$ cat src/ppo_pkg.sv
// Constants, register map and types of the parallel pixel output block
package ppo_pkg;

  // ***************************************************************
  // Register map (byte addresses, 16-bit registers high byte first)
  // ***************************************************************
  localparam int NCFG           = 12;
  localparam int CFG_ROW_SPEED  = 0;
  localparam int CFG_X_START    = 1;
  localparam int CFG_Y_START    = 2;
  localparam int CFG_X_END      = 3;
  localparam int CFG_Y_END      = 4;
  localparam int CFG_X_ODD_INC  = 5;
  localparam int CFG_Y_ODD_INC  = 6;
  localparam int CFG_LINE_LEN   = 7;
  localparam int CFG_FRAME_LEN  = 8;
  localparam int CFG_PROFILE    = 9;
  localparam int CFG_FORMAT     = 10;
  localparam int CFG_PAD_FUNC   = 11;

  localparam logic [15:0] CFG_ADDR [NCFG] = '{
    16'h3016, 16'h3100, 16'h3102, 16'h3104, 16'h3106, 16'h3108,
    16'h310a, 16'h310c, 16'h310e, 16'h306e, 16'h3110, 16'h3112};

  localparam logic [15:0] CFG_RST [NCFG] = '{
    16'h0001, 16'h0000, 16'h0000, 16'h063f, 16'h04af, 16'h0001,
    16'h0001, 16'h08d0, 16'h04c5, 16'h0000, 16'h0000, 16'h0000};

  localparam logic [15:0] ADDR_MODULE_ID  = 16'h0002;
  localparam logic [15:0] ADDR_PAD_STATUS = 16'h3027;
  localparam logic [15:0] ADDR_CAP_WIDTH  = 16'h3180;
  localparam logic [15:0] ADDR_CAP_HEIGHT = 16'h3182;
  localparam logic [15:0] CAP_WIDTH       = 16'h0640;
  localparam logic [15:0] CAP_HEIGHT      = 16'h04b0;

  // ***************************************************************
  // Field positions and encodings
  // ***************************************************************
  localparam int RS_DIV_LSB   = 0;
  localparam int RS_DLY_LSB   = 4;
  localparam int PROF_BIT     = 7;
  localparam int FMT_EIGHT_BIT_RAW_FORMAT_BIT = 0;
  localparam int ID_REV_LSB   = 3;
  localparam logic [6:0]  DEV_ADDR_LOW  = 7'h10;
  localparam logic [6:0]  DEV_ADDR_HIGH = 7'h18;
  localparam logic [15:0] ODD_INC_SKIP  = 16'h0003;

  // Frame start and end blanking in pixel clocks
  localparam logic [31:0] FSE_BLANK = 32'h0000_0006;

  // Divider phase counter width
  localparam int PH_W = 4;

  typedef enum logic [1:0] {
    PAD_ID      = 2'b00,
    PAD_STANDBY = 2'b01,
    PAD_OE_N    = 2'b10,
    PAD_TRIGGER = 2'b11
  } ppo_pad_fn_type;

  typedef enum logic [2:0] {
    ST_IDLE   = 3'b000,
    ST_FSTART = 3'b001,
    ST_ACTIVE = 3'b010,
    ST_HBLANK = 3'b011,
    ST_FEND   = 3'b100,
    ST_VBLANK = 3'b101
  } ppo_state_type;

endpackage : ppo_pkg

$ cat src/ppo_pix_if.sv
// Interface between pixel clock generator and timing generator
`timescale 1ns/1ps
`default_nettype none
interface ppo_pix_if;
  logic       adv;   // Pixel advance, one cycle per pixel period
  logic       pclk;  // Output pixel clock level
  logic [2:0] div;   // Half period in system clocks
  logic [2:0] dly;   // Extra delay of rising edge
  modport clkgen (input div, dly, output adv, pclk);
  modport timing (output div, dly, input adv, pclk);
endinterface : ppo_pix_if
`default_nettype wire

$ cat src/ppo_output_pixel_clock_gen.sv
// Output pixel clock divider with programmable rising edge delay
`timescale 1ns/1ps
`default_nettype none
module ppo_output_pixel_clock_gen
  import ppo_pkg::*;
(
  input  wire logic i_clk_sys,  // System clock
  input  wire logic i_rst_n,    // Synchronised reset, active low
  ppo_pix_if.clkgen pix         // Divider control and outputs
);

  logic [PH_W-1:0] ph_q;
  logic [PH_W-1:0] last_q;
  logic [PH_W-1:0] rise_q;
  logic [PH_W-1:0] ph_d;
  logic [PH_W-1:0] last_d;
  logic [PH_W-1:0] rise_d;
  logic [2:0]      div_eff;
  logic [2:0]      dly_eff;
  logic            pclk_q;
  logic            wrap;

  // ***************************************************************
  // Period and edge placement
  // ***************************************************************
  // Zero divider runs as one; delay kept inside the high phase
  always_comb begin
    div_eff = (pix.div == 3'h0) ? 3'h1 : pix.div;
    dly_eff = (pix.dly >= div_eff) ? div_eff - 3'h1 : pix.dly;
    last_d  = PH_W'({div_eff, 1'b0} - 4'h1);
    rise_d  = PH_W'({1'b0, div_eff} + {1'b0, dly_eff});
    wrap    = (ph_q >= last_q);
    ph_d    = wrap ? '0 : ph_q + 1'b1;
  end

  // Phase counter, new settings taken at period end
  always_ff @(posedge i_clk_sys or negedge i_rst_n) begin
    if (!i_rst_n) begin
      ph_q   <= '0;
      last_q <= 4'h1;
      rise_q <= 4'h1;
    end else begin
      ph_q <= ph_d;
      if (wrap) begin
        last_q <= last_d;
        rise_q <= rise_d;
      end
    end
  end

  // Clock falls with data change, rises div plus delay later
  always_ff @(posedge i_clk_sys or negedge i_rst_n) begin
    if (!i_rst_n) begin
      pclk_q <= 1'b0;
    end else begin
      pclk_q <= (ph_d >= rise_q);
    end
  end

  assign pix.adv  = wrap;
  assign pix.pclk = pclk_q;

  // Data change coincides with the falling edge
  AST_EDGE_FALL: assert property (@(posedge i_clk_sys)
    disable iff (!i_rst_n) pix.adv |=> !pix.pclk)
    else $error("pixel clock not low after data change");

  // Default settings put the rise half a period after data change
  AST_HALF_PERIOD: assert property (@(posedge i_clk_sys)
    disable iff (!i_rst_n)
    (pix.adv && last_q == 4'h1 && rise_q == 4'h1)
      |=> !pix.pclk ##1 pix.pclk)
    else $error("pixel clock rise not half a period after data");

endmodule : ppo_output_pixel_clock_gen
`default_nettype wire

$ cat src/ppo_timing.sv
// Parallel pixel output timing, pad functions and register file
`timescale 1ns/1ps
`default_nettype none
module ppo_timing
  import ppo_pkg::*;
#(
  parameter logic [3:0] SILICON_REV = 4'h5,  // Arbitrary revision value
  parameter int          PAD_COUNT   = 4,     // Module ID pads
  parameter int          PIX_W       = 10     // Pixel bus width
)(
  input  wire logic [PAD_COUNT-1:0] i_module_id_inputs, // ID pads
  input  wire logic                 i_clk_sys,          // 125 MHz clock
  input  wire logic                 i_arst_n,           // Async reset
  input  wire logic                 i_addr_select,      // Address pin
  input  wire logic [7:0]           i_dev_addr,         // Address byte
  input  wire logic                 i_reg_wr,           // Write strobe
  input  wire logic                 i_reg_rd,           // Read strobe
  input  wire logic [15:0]          i_reg_addr,         // Byte address
  input  wire logic [7:0]           i_reg_wdata,        // Write byte
  input  wire logic [PIX_W-1:0]     i_pix_data,         // Array pixel
  output logic      [7:0]           o_reg_rdata,        // Read byte
  output logic                      o_dev_addr_hit,     // Address match
  output logic                      o_output_pixel_clock, // Pixel clock
  output logic                      o_row_qualifier_short,   // Row valid
  output logic                      o_frame_qualifier_short, // Frame
  output logic      [PIX_W-1:0]     o_dout,             // Pixel bus
  output logic                      o_pix_take,         // Pixel taken
  output logic                      o_out_en,           // Pads enabled
  output logic                      o_fmt_eight_bit_raw_format,         // Serial 8-bit
  output logic                      o_trigger           // Trigger pulse
);

  // ***************************************************************
  // Elaboration checks
  // ***************************************************************
  if (PAD_COUNT != 4) begin : g_bad_pads
    $error("ID register layout needs exactly four pads");
  end
  if (PIX_W != 10) begin : g_bad_pix
    $error("pixel bus must be ten bits");
  end

  logic [1:0]           rst_s_q;
  logic                 rst_n;
  logic [PAD_COUNT-1:0] pad_s1_q;
  logic [PAD_COUNT-1:0] gpi_q;
  logic [PAD_COUNT-1:0] gpi_d_q;
  logic                 sel_s1_q;
  logic                 sel_q;
  logic [15:0]          cfg_q [NCFG];
  logic [7:0]           rd_d;
  logic [7:0]           id_byte;
  ppo_state_type        st_q;
  ppo_state_type        st_d;
  logic [31:0]          cnt_q;
  logic [31:0]          cnt_d;
  logic [31:0]          row_q;
  logic [31:0]          row_d;
  logic [31:0]          a_q;
  logic [31:0]          q_q;
  logic [31:0]          n_q;
  logic [31:0]          v_q;
  logic [31:0]          a_w;
  logic [31:0]          q_w;
  logic [31:0]          n_w;
  logic [31:0]          v_w;
  logic [31:0]          tot_w;
  logic [31:0]          fvt_w;
  logic [16:0]          wid_w;
  logic [16:0]          hgt_w;
  logic                 skip2;
  logic                 start_frame;
  logic                 standby;
  logic                 oe_block;
  logic                 trig_edge;
  logic [PAD_COUNT-1:0] pad_stby;
  logic [PAD_COUNT-1:0] pad_oe;
  logic [PAD_COUNT-1:0] pad_trig;

  ppo_pix_if pix ();

  // ***************************************************************
  // Reset and pin synchronisers
  // ***************************************************************
  // Assert at once, release on the clock
  always_ff @(posedge i_clk_sys or negedge i_arst_n) begin
    if (!i_arst_n) begin
      rst_s_q <= 2'b00;
    end else begin
      rst_s_q <= {rst_s_q[0], 1'b1};
    end
  end
  assign rst_n = rst_s_q[1];

  // Two flops on every pad input
  always_ff @(posedge i_clk_sys or negedge rst_n) begin
    if (!rst_n) begin
      pad_s1_q <= '0;
      gpi_q    <= '0;
      gpi_d_q  <= '0;
      sel_s1_q <= 1'b0;
      sel_q    <= 1'b0;
    end else begin
      pad_s1_q <= i_module_id_inputs;
      gpi_q    <= pad_s1_q;
      gpi_d_q  <= gpi_q;
      sel_s1_q <= i_addr_select;
      sel_q    <= sel_s1_q;
    end
  end

  // ***************************************************************
  // Pad functions
  // ***************************************************************
  for (genvar p = 0; p < PAD_COUNT; p++) begin : g_pad
    logic [1:0] fn;
    assign fn = cfg_q[CFG_PAD_FUNC][2*p +: 2];
    // Per pad function decode
    assign pad_stby[p] = (fn == PAD_STANDBY) && gpi_q[p];
    assign pad_oe[p]   = (fn == PAD_OE_N) && gpi_q[p];
    assign pad_trig[p] = (fn == PAD_TRIGGER) && gpi_q[p] &&
                         !gpi_d_q[p];
  end
  assign standby   = |pad_stby;
  assign oe_block  = |pad_oe;
  assign trig_edge = |pad_trig;

  // ***************************************************************
  // Register file
  // ***************************************************************
  for (genvar k = 0; k < NCFG; k++) begin : g_cfg
    // Byte writes into one 16-bit register
    always_ff @(posedge i_clk_sys or negedge rst_n) begin
      if (!rst_n) begin
        cfg_q[k] <= CFG_RST[k];
      end else if (i_reg_wr && i_reg_addr[15:1] == CFG_ADDR[k][15:1]) begin
        if (i_reg_addr[0]) begin
          cfg_q[k][7:0] <= i_reg_wdata;
        end else begin
          cfg_q[k][15:8] <= i_reg_wdata;
        end
      end
    end
  end

  assign id_byte = {gpi_q[3], SILICON_REV, gpi_q[2:0]};

  // Read decode, unmapped bytes read zero
  always_comb begin
    rd_d = 8'h00;
    if (i_reg_addr == ADDR_MODULE_ID) begin
      rd_d = id_byte;
    end else if (i_reg_addr == ADDR_PAD_STATUS) begin
      rd_d = {4'h0, gpi_q};
    end else if (i_reg_addr[15:1] == ADDR_CAP_WIDTH[15:1]) begin
      rd_d = i_reg_addr[0] ? CAP_WIDTH[7:0] : CAP_WIDTH[15:8];
    end else if (i_reg_addr[15:1] == ADDR_CAP_HEIGHT[15:1]) begin
      rd_d = i_reg_addr[0] ? CAP_HEIGHT[7:0] : CAP_HEIGHT[15:8];
    end
    for (int k = 0; k < NCFG; k++) begin
      if (i_reg_addr[15:1] == CFG_ADDR[k][15:1]) begin
        rd_d = i_reg_addr[0] ? cfg_q[k][7:0] : cfg_q[k][15:8];
      end
    end
  end

  // Read data, device address match, format and trigger outputs
  always_ff @(posedge i_clk_sys or negedge rst_n) begin
    if (!rst_n) begin
      o_reg_rdata    <= 8'h00;
      o_dev_addr_hit <= 1'b0;
      o_fmt_eight_bit_raw_format     <= 1'b0;
      o_trigger      <= 1'b0;
      o_out_en       <= 1'b0;
    end else begin
      if (i_reg_rd) begin
        o_reg_rdata <= rd_d;
      end
      o_dev_addr_hit <= (i_dev_addr[7:1] ==
                         (sel_q ? DEV_ADDR_HIGH : DEV_ADDR_LOW));
      o_fmt_eight_bit_raw_format <= cfg_q[CFG_PROFILE][PROF_BIT] &&
                    cfg_q[CFG_FORMAT][FMT_EIGHT_BIT_RAW_FORMAT_BIT];
      o_trigger  <= trig_edge;
      o_out_en   <= !oe_block;
    end
  end

  // ***************************************************************
  // Pixel clock
  // ***************************************************************
  assign pix.div = cfg_q[CFG_ROW_SPEED][RS_DIV_LSB +: 3];
  assign pix.dly = cfg_q[CFG_ROW_SPEED][RS_DLY_LSB +: 3];

  ppo_output_pixel_clock_gen u_clkgen (
    .i_clk_sys (i_clk_sys),
    .i_rst_n   (rst_n),
    .pix       (pix.clkgen)
  );
  assign o_output_pixel_clock = pix.pclk;

  // ***************************************************************
  // Frame geometry
  // ***************************************************************
  always_comb begin
    skip2 = (cfg_q[CFG_X_ODD_INC] == ODD_INC_SKIP) &&
            (cfg_q[CFG_Y_ODD_INC] == ODD_INC_SKIP);
    wid_w = {1'b0, cfg_q[CFG_X_END]} - {1'b0, cfg_q[CFG_X_START]} + 17'h1;
    hgt_w = {1'b0, cfg_q[CFG_Y_END]} - {1'b0, cfg_q[CFG_Y_START]} + 17'h1;
    a_w   = 32'(wid_w >> skip2);
    n_w   = 32'(hgt_w >> skip2);
    if (a_w == 32'h0) a_w = 32'h1;
    if (n_w == 32'h0) n_w = 32'h1;
    q_w   = (32'(cfg_q[CFG_LINE_LEN]) > a_w) ?
            32'(cfg_q[CFG_LINE_LEN]) - a_w : 32'h1;
    tot_w = 32'(cfg_q[CFG_LINE_LEN]) * 32'(cfg_q[CFG_FRAME_LEN]);
    fvt_w = n_w * (a_w + q_w) - q_w + (FSE_BLANK << 1);
    v_w   = (tot_w > fvt_w) ? tot_w - fvt_w : 32'h1;
  end

  // ***************************************************************
  // Frame sequencer
  // ***************************************************************
  always_comb begin
    st_d  = st_q;
    cnt_d = (cnt_q == 32'h0) ? 32'h0 : cnt_q - 32'h1;
    row_d = row_q;
    unique case (st_q)
      ST_IDLE: begin
        if (!standby) begin
          st_d  = ST_FSTART;
          cnt_d = FSE_BLANK - 32'h1;
        end
      end
      ST_FSTART: begin
        if (cnt_q == 32'h0) begin
          st_d  = ST_ACTIVE;
          cnt_d = a_q - 32'h1;
          row_d = n_q - 32'h1;
        end
      end
      ST_ACTIVE: begin
        if (cnt_q == 32'h0) begin
          if (row_q == 32'h0) begin
            st_d  = ST_FEND;
            cnt_d = FSE_BLANK - 32'h1;
          end else begin
            st_d  = ST_HBLANK;
            cnt_d = q_q - 32'h1;
          end
        end
      end
      ST_HBLANK: begin
        if (cnt_q == 32'h0) begin
          st_d  = ST_ACTIVE;
          cnt_d = a_q - 32'h1;
          row_d = row_q - 32'h1;
        end
      end
      ST_FEND: begin
        if (cnt_q == 32'h0) begin
          st_d  = ST_VBLANK;
          cnt_d = v_q - 32'h1;
        end
      end
      ST_VBLANK: begin
        if (cnt_q == 32'h0) begin
          st_d  = standby ? ST_IDLE : ST_FSTART;
          cnt_d = FSE_BLANK - 32'h1;
        end
      end
      default: begin
        st_d  = ST_IDLE;
        cnt_d = 32'h0;
      end
    endcase
    start_frame = (st_d == ST_FSTART) && (st_q != ST_FSTART);
  end

  // Sequencer state, one step per pixel period
  always_ff @(posedge i_clk_sys or negedge rst_n) begin
    if (!rst_n) begin
      st_q  <= ST_IDLE;
      cnt_q <= 32'h0;
      row_q <= 32'h0;
    end else if (pix.adv) begin
      st_q  <= st_d;
      cnt_q <= cnt_d;
      row_q <= row_d;
    end
  end

  // Geometry held for the whole frame
  always_ff @(posedge i_clk_sys or negedge rst_n) begin
    if (!rst_n) begin
      a_q <= 32'h1;
      q_q <= 32'h1;
      n_q <= 32'h1;
      v_q <= 32'h1;
    end else if (pix.adv && start_frame) begin
      a_q <= a_w;
      q_q <= q_w;
      n_q <= n_w;
      v_q <= v_w;
    end
  end

  // Pixel bus and qualifiers change with the pixel clock fall
  always_ff @(posedge i_clk_sys or negedge rst_n) begin
    if (!rst_n) begin
      o_row_qualifier_short   <= 1'b0;
      o_frame_qualifier_short <= 1'b0;
      o_dout                  <= '0;
      o_pix_take              <= 1'b0;
    end else begin
      o_pix_take <= pix.adv && (st_d == ST_ACTIVE);
      if (pix.adv) begin
        o_row_qualifier_short   <= (st_d == ST_ACTIVE);
        o_frame_qualifier_short <= (st_d != ST_IDLE) &&
                                   (st_d != ST_VBLANK);
        o_dout <= (st_d == ST_ACTIVE) ?
                  i_pix_data : '0;
      end
    end
  end

  // ***************************************************************
  // Checks
  // ***************************************************************
  logic [31:0] lv_run_q;
  logic [31:0] row_per_q;
  logic [31:0] l_q;

  // Active run length and row period, counted in pixel periods
  always_ff @(posedge i_clk_sys or negedge rst_n) begin
    if (!rst_n) begin
      lv_run_q  <= 32'h0;
      row_per_q <= 32'h0;
      l_q       <= 32'h0;
    end else if (pix.adv) begin
      lv_run_q  <= (st_d == ST_ACTIVE) ?
                   ((st_q == ST_ACTIVE) ? lv_run_q + 32'h1 : 32'h1) : 32'h0;
      row_per_q <= (st_d == ST_ACTIVE && st_q != ST_ACTIVE) ?
                   32'h1 : row_per_q + 32'h1;
      if (start_frame) begin
        l_q <= a_w + q_w;
      end
    end
  end

  AST_ID_LAYOUT: assert property (@(posedge i_clk_sys)
    disable iff (!rst_n)
    (i_reg_rd && i_reg_addr == ADDR_MODULE_ID) |=> o_reg_rdata ==
      $past(id_byte))
    else $error("module ID byte layout wrong");

  AST_DEV_ADDR: assert property (@(posedge i_clk_sys)
    disable iff (!rst_n)
    (i_dev_addr[7:1] == (sel_q ? DEV_ADDR_HIGH : DEV_ADDR_LOW))
      |=> o_dev_addr_hit)
    else $error("device address not answered");

  AST_RESET_QUIET: assert property (@(posedge i_clk_sys)
    !rst_n |-> !o_frame_qualifier_short && !o_row_qualifier_short &&
      o_dout == '0)
    else $error("pixel output active during reset");

  AST_BLANK_ZERO: assert property (@(posedge i_clk_sys)
    disable iff (!rst_n) !o_row_qualifier_short |-> o_dout == '0)
    else $error("pixel bus not zero in blanking");

  AST_OUTPUT_PIXEL_CLOCK_RUNS: assert property (@(posedge i_clk_sys)
    disable iff (!rst_n) !o_output_pixel_clock |-> ##[1:14]
      o_output_pixel_clock)
    else $error("pixel clock stopped");

  AST_EDGE_BLANK: assert property (@(posedge i_clk_sys)
    disable iff (!rst_n)
    (pix.adv && st_q == ST_FSTART && st_d == ST_ACTIVE) |->
      cnt_q == 32'h0 && o_frame_qualifier_short && !o_row_qualifier_short)
    else $error("frame edge blanking wrong");

  AST_ACTIVE_LEN: assert property (@(posedge i_clk_sys)
    disable iff (!rst_n)
    (pix.adv && st_q == ST_ACTIVE && st_d != ST_ACTIVE) |->
      lv_run_q == a_q)
    else $error("row qualifier length wrong");

  AST_ROW_PERIOD: assert property (@(posedge i_clk_sys)
    disable iff (!rst_n)
    (pix.adv && st_q == ST_HBLANK && st_d == ST_ACTIVE) |->
      row_per_q == l_q)
    else $error("row period wrong");

  AST_PROFILE0: assert property (@(posedge i_clk_sys)
    $rose(rst_n) |-> !cfg_q[CFG_PROFILE][PROF_BIT] && !o_fmt_eight_bit_raw_format)
    else $error("not profile 0 after reset");

  AST_EIGHT_BIT_RAW_FORMAT_GATE: assert property (@(posedge i_clk_sys)
    disable iff (!rst_n)
    o_fmt_eight_bit_raw_format |-> $past(cfg_q[CFG_PROFILE][PROF_BIT]))
    else $error("eight-bit format outside profile 1/2");

endmodule : ppo_timing
`default_nettype wire

$ cat config.mk
export PLATFORM = sky130hd
export DESIGN_NAME = ppo_timing
export DESIGN_NICKNAME = d
export VERILOG_FILES = /design/src/ppo_pkg.sv /design/src/ppo_pix_if.sv /design/src/ppo_output_pixel_clock_gen.sv /design/src/ppo_timing.sv
export SDC_FILE = /design/constraint.sdc
export NUM_CORES = 2
export LEC_CHECK = 0
export ABC_AREA = 1
export BUFFER_PORTS_ARGS = -buffer_cell sky130_fd_sc_hd__buf_4
export CORE_MARGIN = 5
export CORE_UTILIZATION = 40
export CTS_CLUSTER_SIZE = 14
export DETAILED_ROUTE_END_ITERATION = 10
export GPL_ROUTABILITY_DRIVEN = 0
export PLACE_DENSITY = 0.67
export SYNTH_ARGS = -nofsm -noshare
export SYNTH_HDL_FRONTEND = slang
export SYNTH_HIERARCHICAL = 1
export SYNTH_SLANG_ARGS = --single-unit
$ cat constraint.sdc
create_clock -name i_clk_sys -period 14.5 [get_ports i_clk_sys]
set_input_delay 2.175 -clock i_clk_sys [delete_from_list [all_inputs] [get_ports i_clk_sys]]
set_output_delay 2.175 -clock i_clk_sys [all_outputs]
set_load 0.01 [all_outputs]
### Word-level counts from Yosys, hierarchy flattened

Index checks and enable logic that the tools add are counted.

| word-level totals | value |
|---|---|
| register bits after elaboration | 441 |
| bits of input ports | 51 |
| output and inout bits | 26 |
| word-level logic and storage cells | 255 |

| operators by class | value |
|---|---|
| add/sub/neg operators | 19 |
| multipliers | 2 |
| $lt $le $gt $ge | 5 |
| equality and inequality tests | 42 |
| shifts and indexed selects | 2 |
| muxes and demuxes | 58 |
| bitwise gates (word level) | 1 |
| reduce and logical (&&, ||, !) cells | 76 |

Operator list:

| cell | count |
|---|---|
| 32-bit 2-to-1 mux | 13 |
| 8-bit 2-to-1 mux | 29 |
| 15-bit by 13-bit == test with 1-bit output (second input constant) | 14 |
| 32-bit by 1-bit subtractor with 32-bit output (second input constant) | 6 |
| 32-bit case mux with 5 select lines | 1 |
| 32-bit zero test | 4 |
| 32-bit case mux with 2 select lines | 1 |
| 17-bit by 1-bit >> shifter with 32-bit output | 2 |
| 32-bit subtractor | 2 |
| 16-bit by 2-bit == test with 1-bit output (second input constant) | 3 |
| 2-bit AND reduction | 24 |
| 17-bit by 1-bit adder with 17-bit output (second input constant) | 2 |
| 1-bit logical AND | 34 |
| 16-bit by 16-bit subtractor with 17-bit output | 2 |
| 32-bit adder | 1 |
| 32-bit by 4-bit adder with 32-bit output (second input constant) | 1 |
| 16-bit by 32-bit greater-than comparator with 1-bit output | 1 |
| 32-bit greater-than comparator | 1 |
| 16-bit by 16-bit multiplier with 32-bit output | 1 |
| 32-bit by 32-bit multiplier with 32-bit output | 1 |
| 16-bit by 32-bit subtractor with 32-bit output | 1 |
| 3-bit 2-to-1 mux | 8 |
| 16-bit by 14-bit == test with 1-bit output (second input constant) | 1 |
| 2-bit == test (second input constant) | 8 |
| 27 further kinds | 44 |

### Longest topological paths before layout

| depth | value |
|---|---|
| depth after elaboration | 17 |
| mapped depth | 88 |
| gate-level depth less buffers | 86 |

### Cells and area by module

Netlist, hierarchy kept.

By module, submodules not included:

| module | instances | cells an instance | area an instance (um2) | seq. area each (um2) |
|---|---|---|---|---|
| ppo_timing | 1 | 6404 | 48750.5 | 9998.3 |
| ppo_output_pixel_clock_gen | 1 | 114 | 920.9 | 301.5 |

### Least setup slack after synthesis

Ideal clock, no wire load.

| path | value |
|---|---|
| kind | register to register |
| from | register cfg_q[129] (netlist bit) |
| to | register v_q[2] |
| library setup time | 65 ps |
| data arrival time | 14091 ps |
| required time | 14435 ps |
| setup slack | 344 ps |
| stages on the path, launching flop included | 80 |
| path buffers | 1 |
| cells stage by stage | dfstp_2 > inv_1 > ha_1 > inv_1 > ha_1 > fa_1 > nand3_1 > nand2_1 > nand2_1 > nand3_1 > nand3_1 > nand2_1 > nand2_1 > nor2_1 > nand2_1 > nor2_1 > nand2_1 > nand2_1 > [... 44 more ...] > o21ai_0 > a21boi_0 > o21bai_1 > nand2_1 > nand2_1 > xor2_1 > ha_1 > inv_1 > nor3_1 > nand2_1 > nor2_1 > nand2_1 > o2111ai_1 > nand2_1 > nor2_2 > buf_2 > nand3b_1 > nand2_1 |

| on the way | value |
|---|---|
| longest elaborated chain between the ends | 13 |
| elaborated cells on any way between the ends | 15 |

Ends and longest elaborated chain:

| what | line | source |
|---|---|---|
| from (decl) | ppo_timing.sv:50 | `logic [15:0] cfg_q [NCFG];` |
| from (signal, indexed assignment) | ppo_timing.sv:135 | `cfg_q[k] <= CFG_RST[k];` |
| from (signal, indexed assignment) | ppo_timing.sv:138 | `cfg_q[k][7:0] <= i_reg_wdata;` |
| from (signal, indexed assignment) | ppo_timing.sv:140 | `cfg_q[k][15:8] <= i_reg_wdata;` |
| 16-bit by 16-bit subtractor with 17-bit output (*) | ppo_timing.sv:207 | `wid_w = {1'b0, cfg_q[CFG_X_END]} - {1'b0, cfg_q[CFG_X_START]} + 17'h1;` |
| 17-bit by 1-bit adder with 17-bit output (*) | ppo_timing.sv:207 |  |
| 17-bit by 1-bit >> shifter with 32-bit output (*) | ppo_timing.sv:209 | `a_w = 32'(wid_w >> skip2);` |
| 32-bit zero test | ppo_timing.sv:211 | `if (a_w == 32'h0) a_w = 32'h1;` |
| 32-bit 2-to-1 mux (*) | ppo_timing.sv:211 |  |
| named net a_w[0] | ppo_timing.sv:63 | `logic [31:0] a_w;` |
| 16-bit by 32-bit subtractor with 32-bit output or 16-bit by 32-bit greater-than comparator with 1-bit output (tied branches) | ppo_timing.sv:214, ppo_timing.sv:213 |  |
| 32-bit 2-to-1 mux (*) | ppo_timing.sv:213 | `q_w = (32'(cfg_q[CFG_LINE_LEN]) > a_w) ?` |
| named net q_w[2] | ppo_timing.sv:64 | `logic [31:0] q_w;` |
| 32-bit adder | - |  |
| 32-bit by 32-bit multiplier with 32-bit output | ppo_timing.sv:216 | `fvt_w = n_w * (a_w + q_w) - q_w + (FSE_BLANK << 1);` |
| 32-bit subtractor (*) | ppo_timing.sv:216 |  |
| 32-bit by 4-bit adder with 32-bit output (*) | ppo_timing.sv:216 |  |
| 32-bit subtractor or 32-bit greater-than comparator (tied branches) | ppo_timing.sv:217 | `v_w = (tot_w > fvt_w) ? tot_w - fvt_w : 32'h1;` |
| 32-bit 2-to-1 mux (*) | ppo_timing.sv:217 |  |
| to (signal assigned) | ppo_timing.sv:303 | `v_q <= v_w;` |
| to (decl) | ppo_timing.sv:62 | `logic [31:0] v_q;` |

The timed path passes the listed nets; every way through them passes the cells marked *.
A chain may end at the register's enable or synchronous reset.

### Worst setup path in the final report

| path | value |
|---|---|
| from | register cfg_q[129] (netlist bit) |
| to | register v_q[23] |

Same word-level chain as after synthesis.

==> results by group <==
Finish
  – Commonest non-fill, non-tap cell in the layout: nand2_1
  – Final Instance Area: 56730 um^2
  – Post-synthesis to final-layout area growth: 14.22%
  – Final nets: 7846
  – Area occupied by multi-input gates: 34040 um^2
  – Most frequent cells in the layout: 1499 x nand2_1, 1292 x inv_1, 536 x fa_1, 489 x nor2_1, 477 x o21ai_0
  – Number of fill cells: 12028
  – Share of layout cells above drive strength 1: 11.62%
  – Register Area: 10300 um^2

Clocking
  – CTS Hold Buffers Added: 0
  – Clk slew on worst S/H paths: 0.06 ns
  – Cts bufs inserted: 48
  – CTS tree: done
  – Clock Latency Late Sink: 0.64 ns
  – CTS H-tree lvls: 2
  – Clk root buf: clkbuf_16
  – # clock sinks: 410
  – CTS Buffer Depth: 3

Synth
  – Syn_area_per_cell: 7.621 um^2
  – Asr flop ratio synth: 100.0%
  – Post-Syn Nets: 7536
  – Post-synth EDFFs: 0
  – Sequential fraction of the synthesis area: 20.74%
  – Unique masters post-synth: 67
  – Synth Cell Area: 49670 um^2
  – Yosys warning total: 6
  – Cells after synthesis: 6518
  – Synth Register Bits: 410
  – Top_reg_cell synth: dfrtp_1

Critical path
  – Critical Path RT: 15.00 ns
  – Most frequent cell on the critical path: nand2_1
  – Critical Path AT: 14.40 ns
  – CP Launch Type: register
  – Slowest CP cell: dfstp_2
  – Crit path kind: reg -> reg
  – Max stage delay on crit path: 0.52 ns
  – Setup crit end kind: register
  – CP Max Fanout: 6

Floorplanning
  – Die ar.: 131300 um^2
  – Die width: 362.4 um
  – DIE HEIGHT: 362.4 um
  – Rows: 129
  – Io pins: 77
  – Starting density of the core: 40.23%
  – Total core area: 123500 um^2

Timing
  – Fmax: 71.94 MHz
  – Slew @ Worst Pin: 1.146 ns
  – Period minus WS final: 13.90 ns
  – Final setup violation count: 0
  – Final Slew Violations: 0
  – Worst Skew: 0.04866 ns
  – Period utilization: 95.87%
  – Slew headroom: 22.96%
  – Final hold viol count: 0

Place
  – Port buffer count: 75
  – Post-DP HPWL: 115100 um
  – Placed Area: 54380 um^2

Route
  – Met2 WL post-DR: 67280 um
  – ANT nets after route: 0
  – Post-DR vias/cell: 5.133
  – Drt wl/cell: 17.25 um
  – WL met1: 62260 um
  – Iteration-0 DRC Markers: 3443
  – Final WL: 146700 um
  – DR top layer: met4
  – Met3 wire length: 11060 um
  – Post-route DRC: 0
  – Drt pass-1 iters: 6
  – Via count: 43655

Global route
  – Initial antenna violation count: 1
  – Largest net degree at the start of global routing: 146
  – Vias in the first global route: 43732
  – First-pass GRT wire length: 235500 um
  – GRT Total Usage: 22.17%
  – Grt ovf: 0

Job
  – Max cap viols: 0

Pwr
  – Tot Pwr: 4.492 mW
  – VDD IR-drop max: 107.0 uV
  – P per Cell Area: 79.18 nW/um^2
  – Lkg Pwr: 29.32 nW

Run status
  – Run status: complete, no violations

Worst hold path
  – Min-Delay Path Class: reg -> reg
-- cell families (layout without fill, tap and decap cells) --
logic type	count (synthesis)	after routing	share of synthesized area (%)
and+or+nand+nor	2476	2476	20.62
buffers and inverters	1537	1885	11.78
adders and majority gates	967	967	32.61
AOI/OAI and AO/OA	899	899	10.14
DFF	410	410	20.74
xor gates and xnor gates	193	193	3.403
muxes	35	35	0.7129
other	1	2	0.007550
-- critical path, delay by kind of cell, from the launching register on --
kind,cells,cell delay [ns]
DFF,1,0.52
and+or+nand+nor,23,1.92
adders and majority gates,17,6.21
buffers and inverters,20,2.10
xor gates and xnor gates,3,0.48
AOI/OAI and AO/OA,19,2.53
-- flip-flops by register name (all words and copies together), names as in the netlist, 8 cells and up --
name / cells
a_q: 17
cnt_q: 32
q_q: 32
o_dout: 10
v_q: 32
n_q: 17
cfg_q: 192
row_q: 32
o_reg_rdata: 8
-- power breakdown --
group	internal [mW]	total [mW]	leakage, nW	switching (mW)
clock	0.787	1.32	0.856	0.530
combinational	0.624	1.81	22.9	1.19
sequential	1.26	1.36	5.54	0.104
-- layer usage --
metal,vias to the layer above,GRT usage (%)
met2,1431,36.25
met1,21091,29.72
met5,-,0
met4,0,8.188
met3,287,3.674
li1,20846,-
-- final cells by class --
cell class	instances	area share, %
diodes	1	0.004411
repair buffers	479	6.418
well taps	1637	3.610
flip-flops and latches	410	18.16
inverters	1318	8.751
clock buffers	65	2.459
multi-input cells	4571	60.00
clock inverters	23	0.5911
-- through the flow --
step | hold slack (ns) | setup TNS [ns] | setup slack, ns | cells | util (%)
final | 0.3489 | 0 | 0.5989 | 8504 | 45.95
after global routing | 0.3649 | -7.921 | -0.2895 | 8503 | 45.95
after CTS | 0.3512 | 0 | 0.03006 | 8494 | 45.48
after detailed placement | 0.3378 | -15.83 | -0.5745 | 8406 | 44.04
after global placement | 0.3339 | -12.63 | -0.4731 | 8406 | 44.04
after floorplan | 0.3312 | 0 | 0.3442 | 6518 | -
-- final timing paths --
kind,start,end,slack (ns),depth (start not counted)
max,cfg_q[129],v_q[23],0.60,82
max reg2reg,cfg_q[129],v_q[23],0.60,82
min in group asynchronous,rst_s_q[1],pad_s1_q[0],0.42,0
min reg2reg,pad_s1_q[2],gpi_q[2],0.35,0
max in group asynchronous,rst_s_q[1],cnt_q[25],11.82,2
min,pad_s1_q[2],gpi_q[2],0.35,0
-- cell usage after synthesis (all sizes together) (27+ instances only) --
cell    count  area share (%)
a21oi     230             2.4
inv      1307             9.9
o21ai     500             5.1
dfstp      32             1.7
buf        42            0.46
nand3     231             2.4
dfrtp     378              19
ha        421              11
o211ai     27            0.41
mux2i      32            0.64
nor2      523             4.1
xnor2      76             1.3
xor2      117             2.1
nand2    1531              12
nor3       63            0.75
nor4       35            0.49
fa        546              22
clkbuf    177             1.3
nand4      49            0.62
or2        29            0.37
-- timing repair --
| action | 4_1_cts | 5_1_grt |
|---|---|---|
| gates resized for setup | 15 | 126 |
| gates cloned | 0 | 1 |
| endpoints found under the hold margin | 0 | 0 |
| pin swaps | 1 | 48 |
| setup endpoints to repair | 32 | 32 |
| setup buffers | 0 | 8 |
Power figures use the tool's default switching activity.
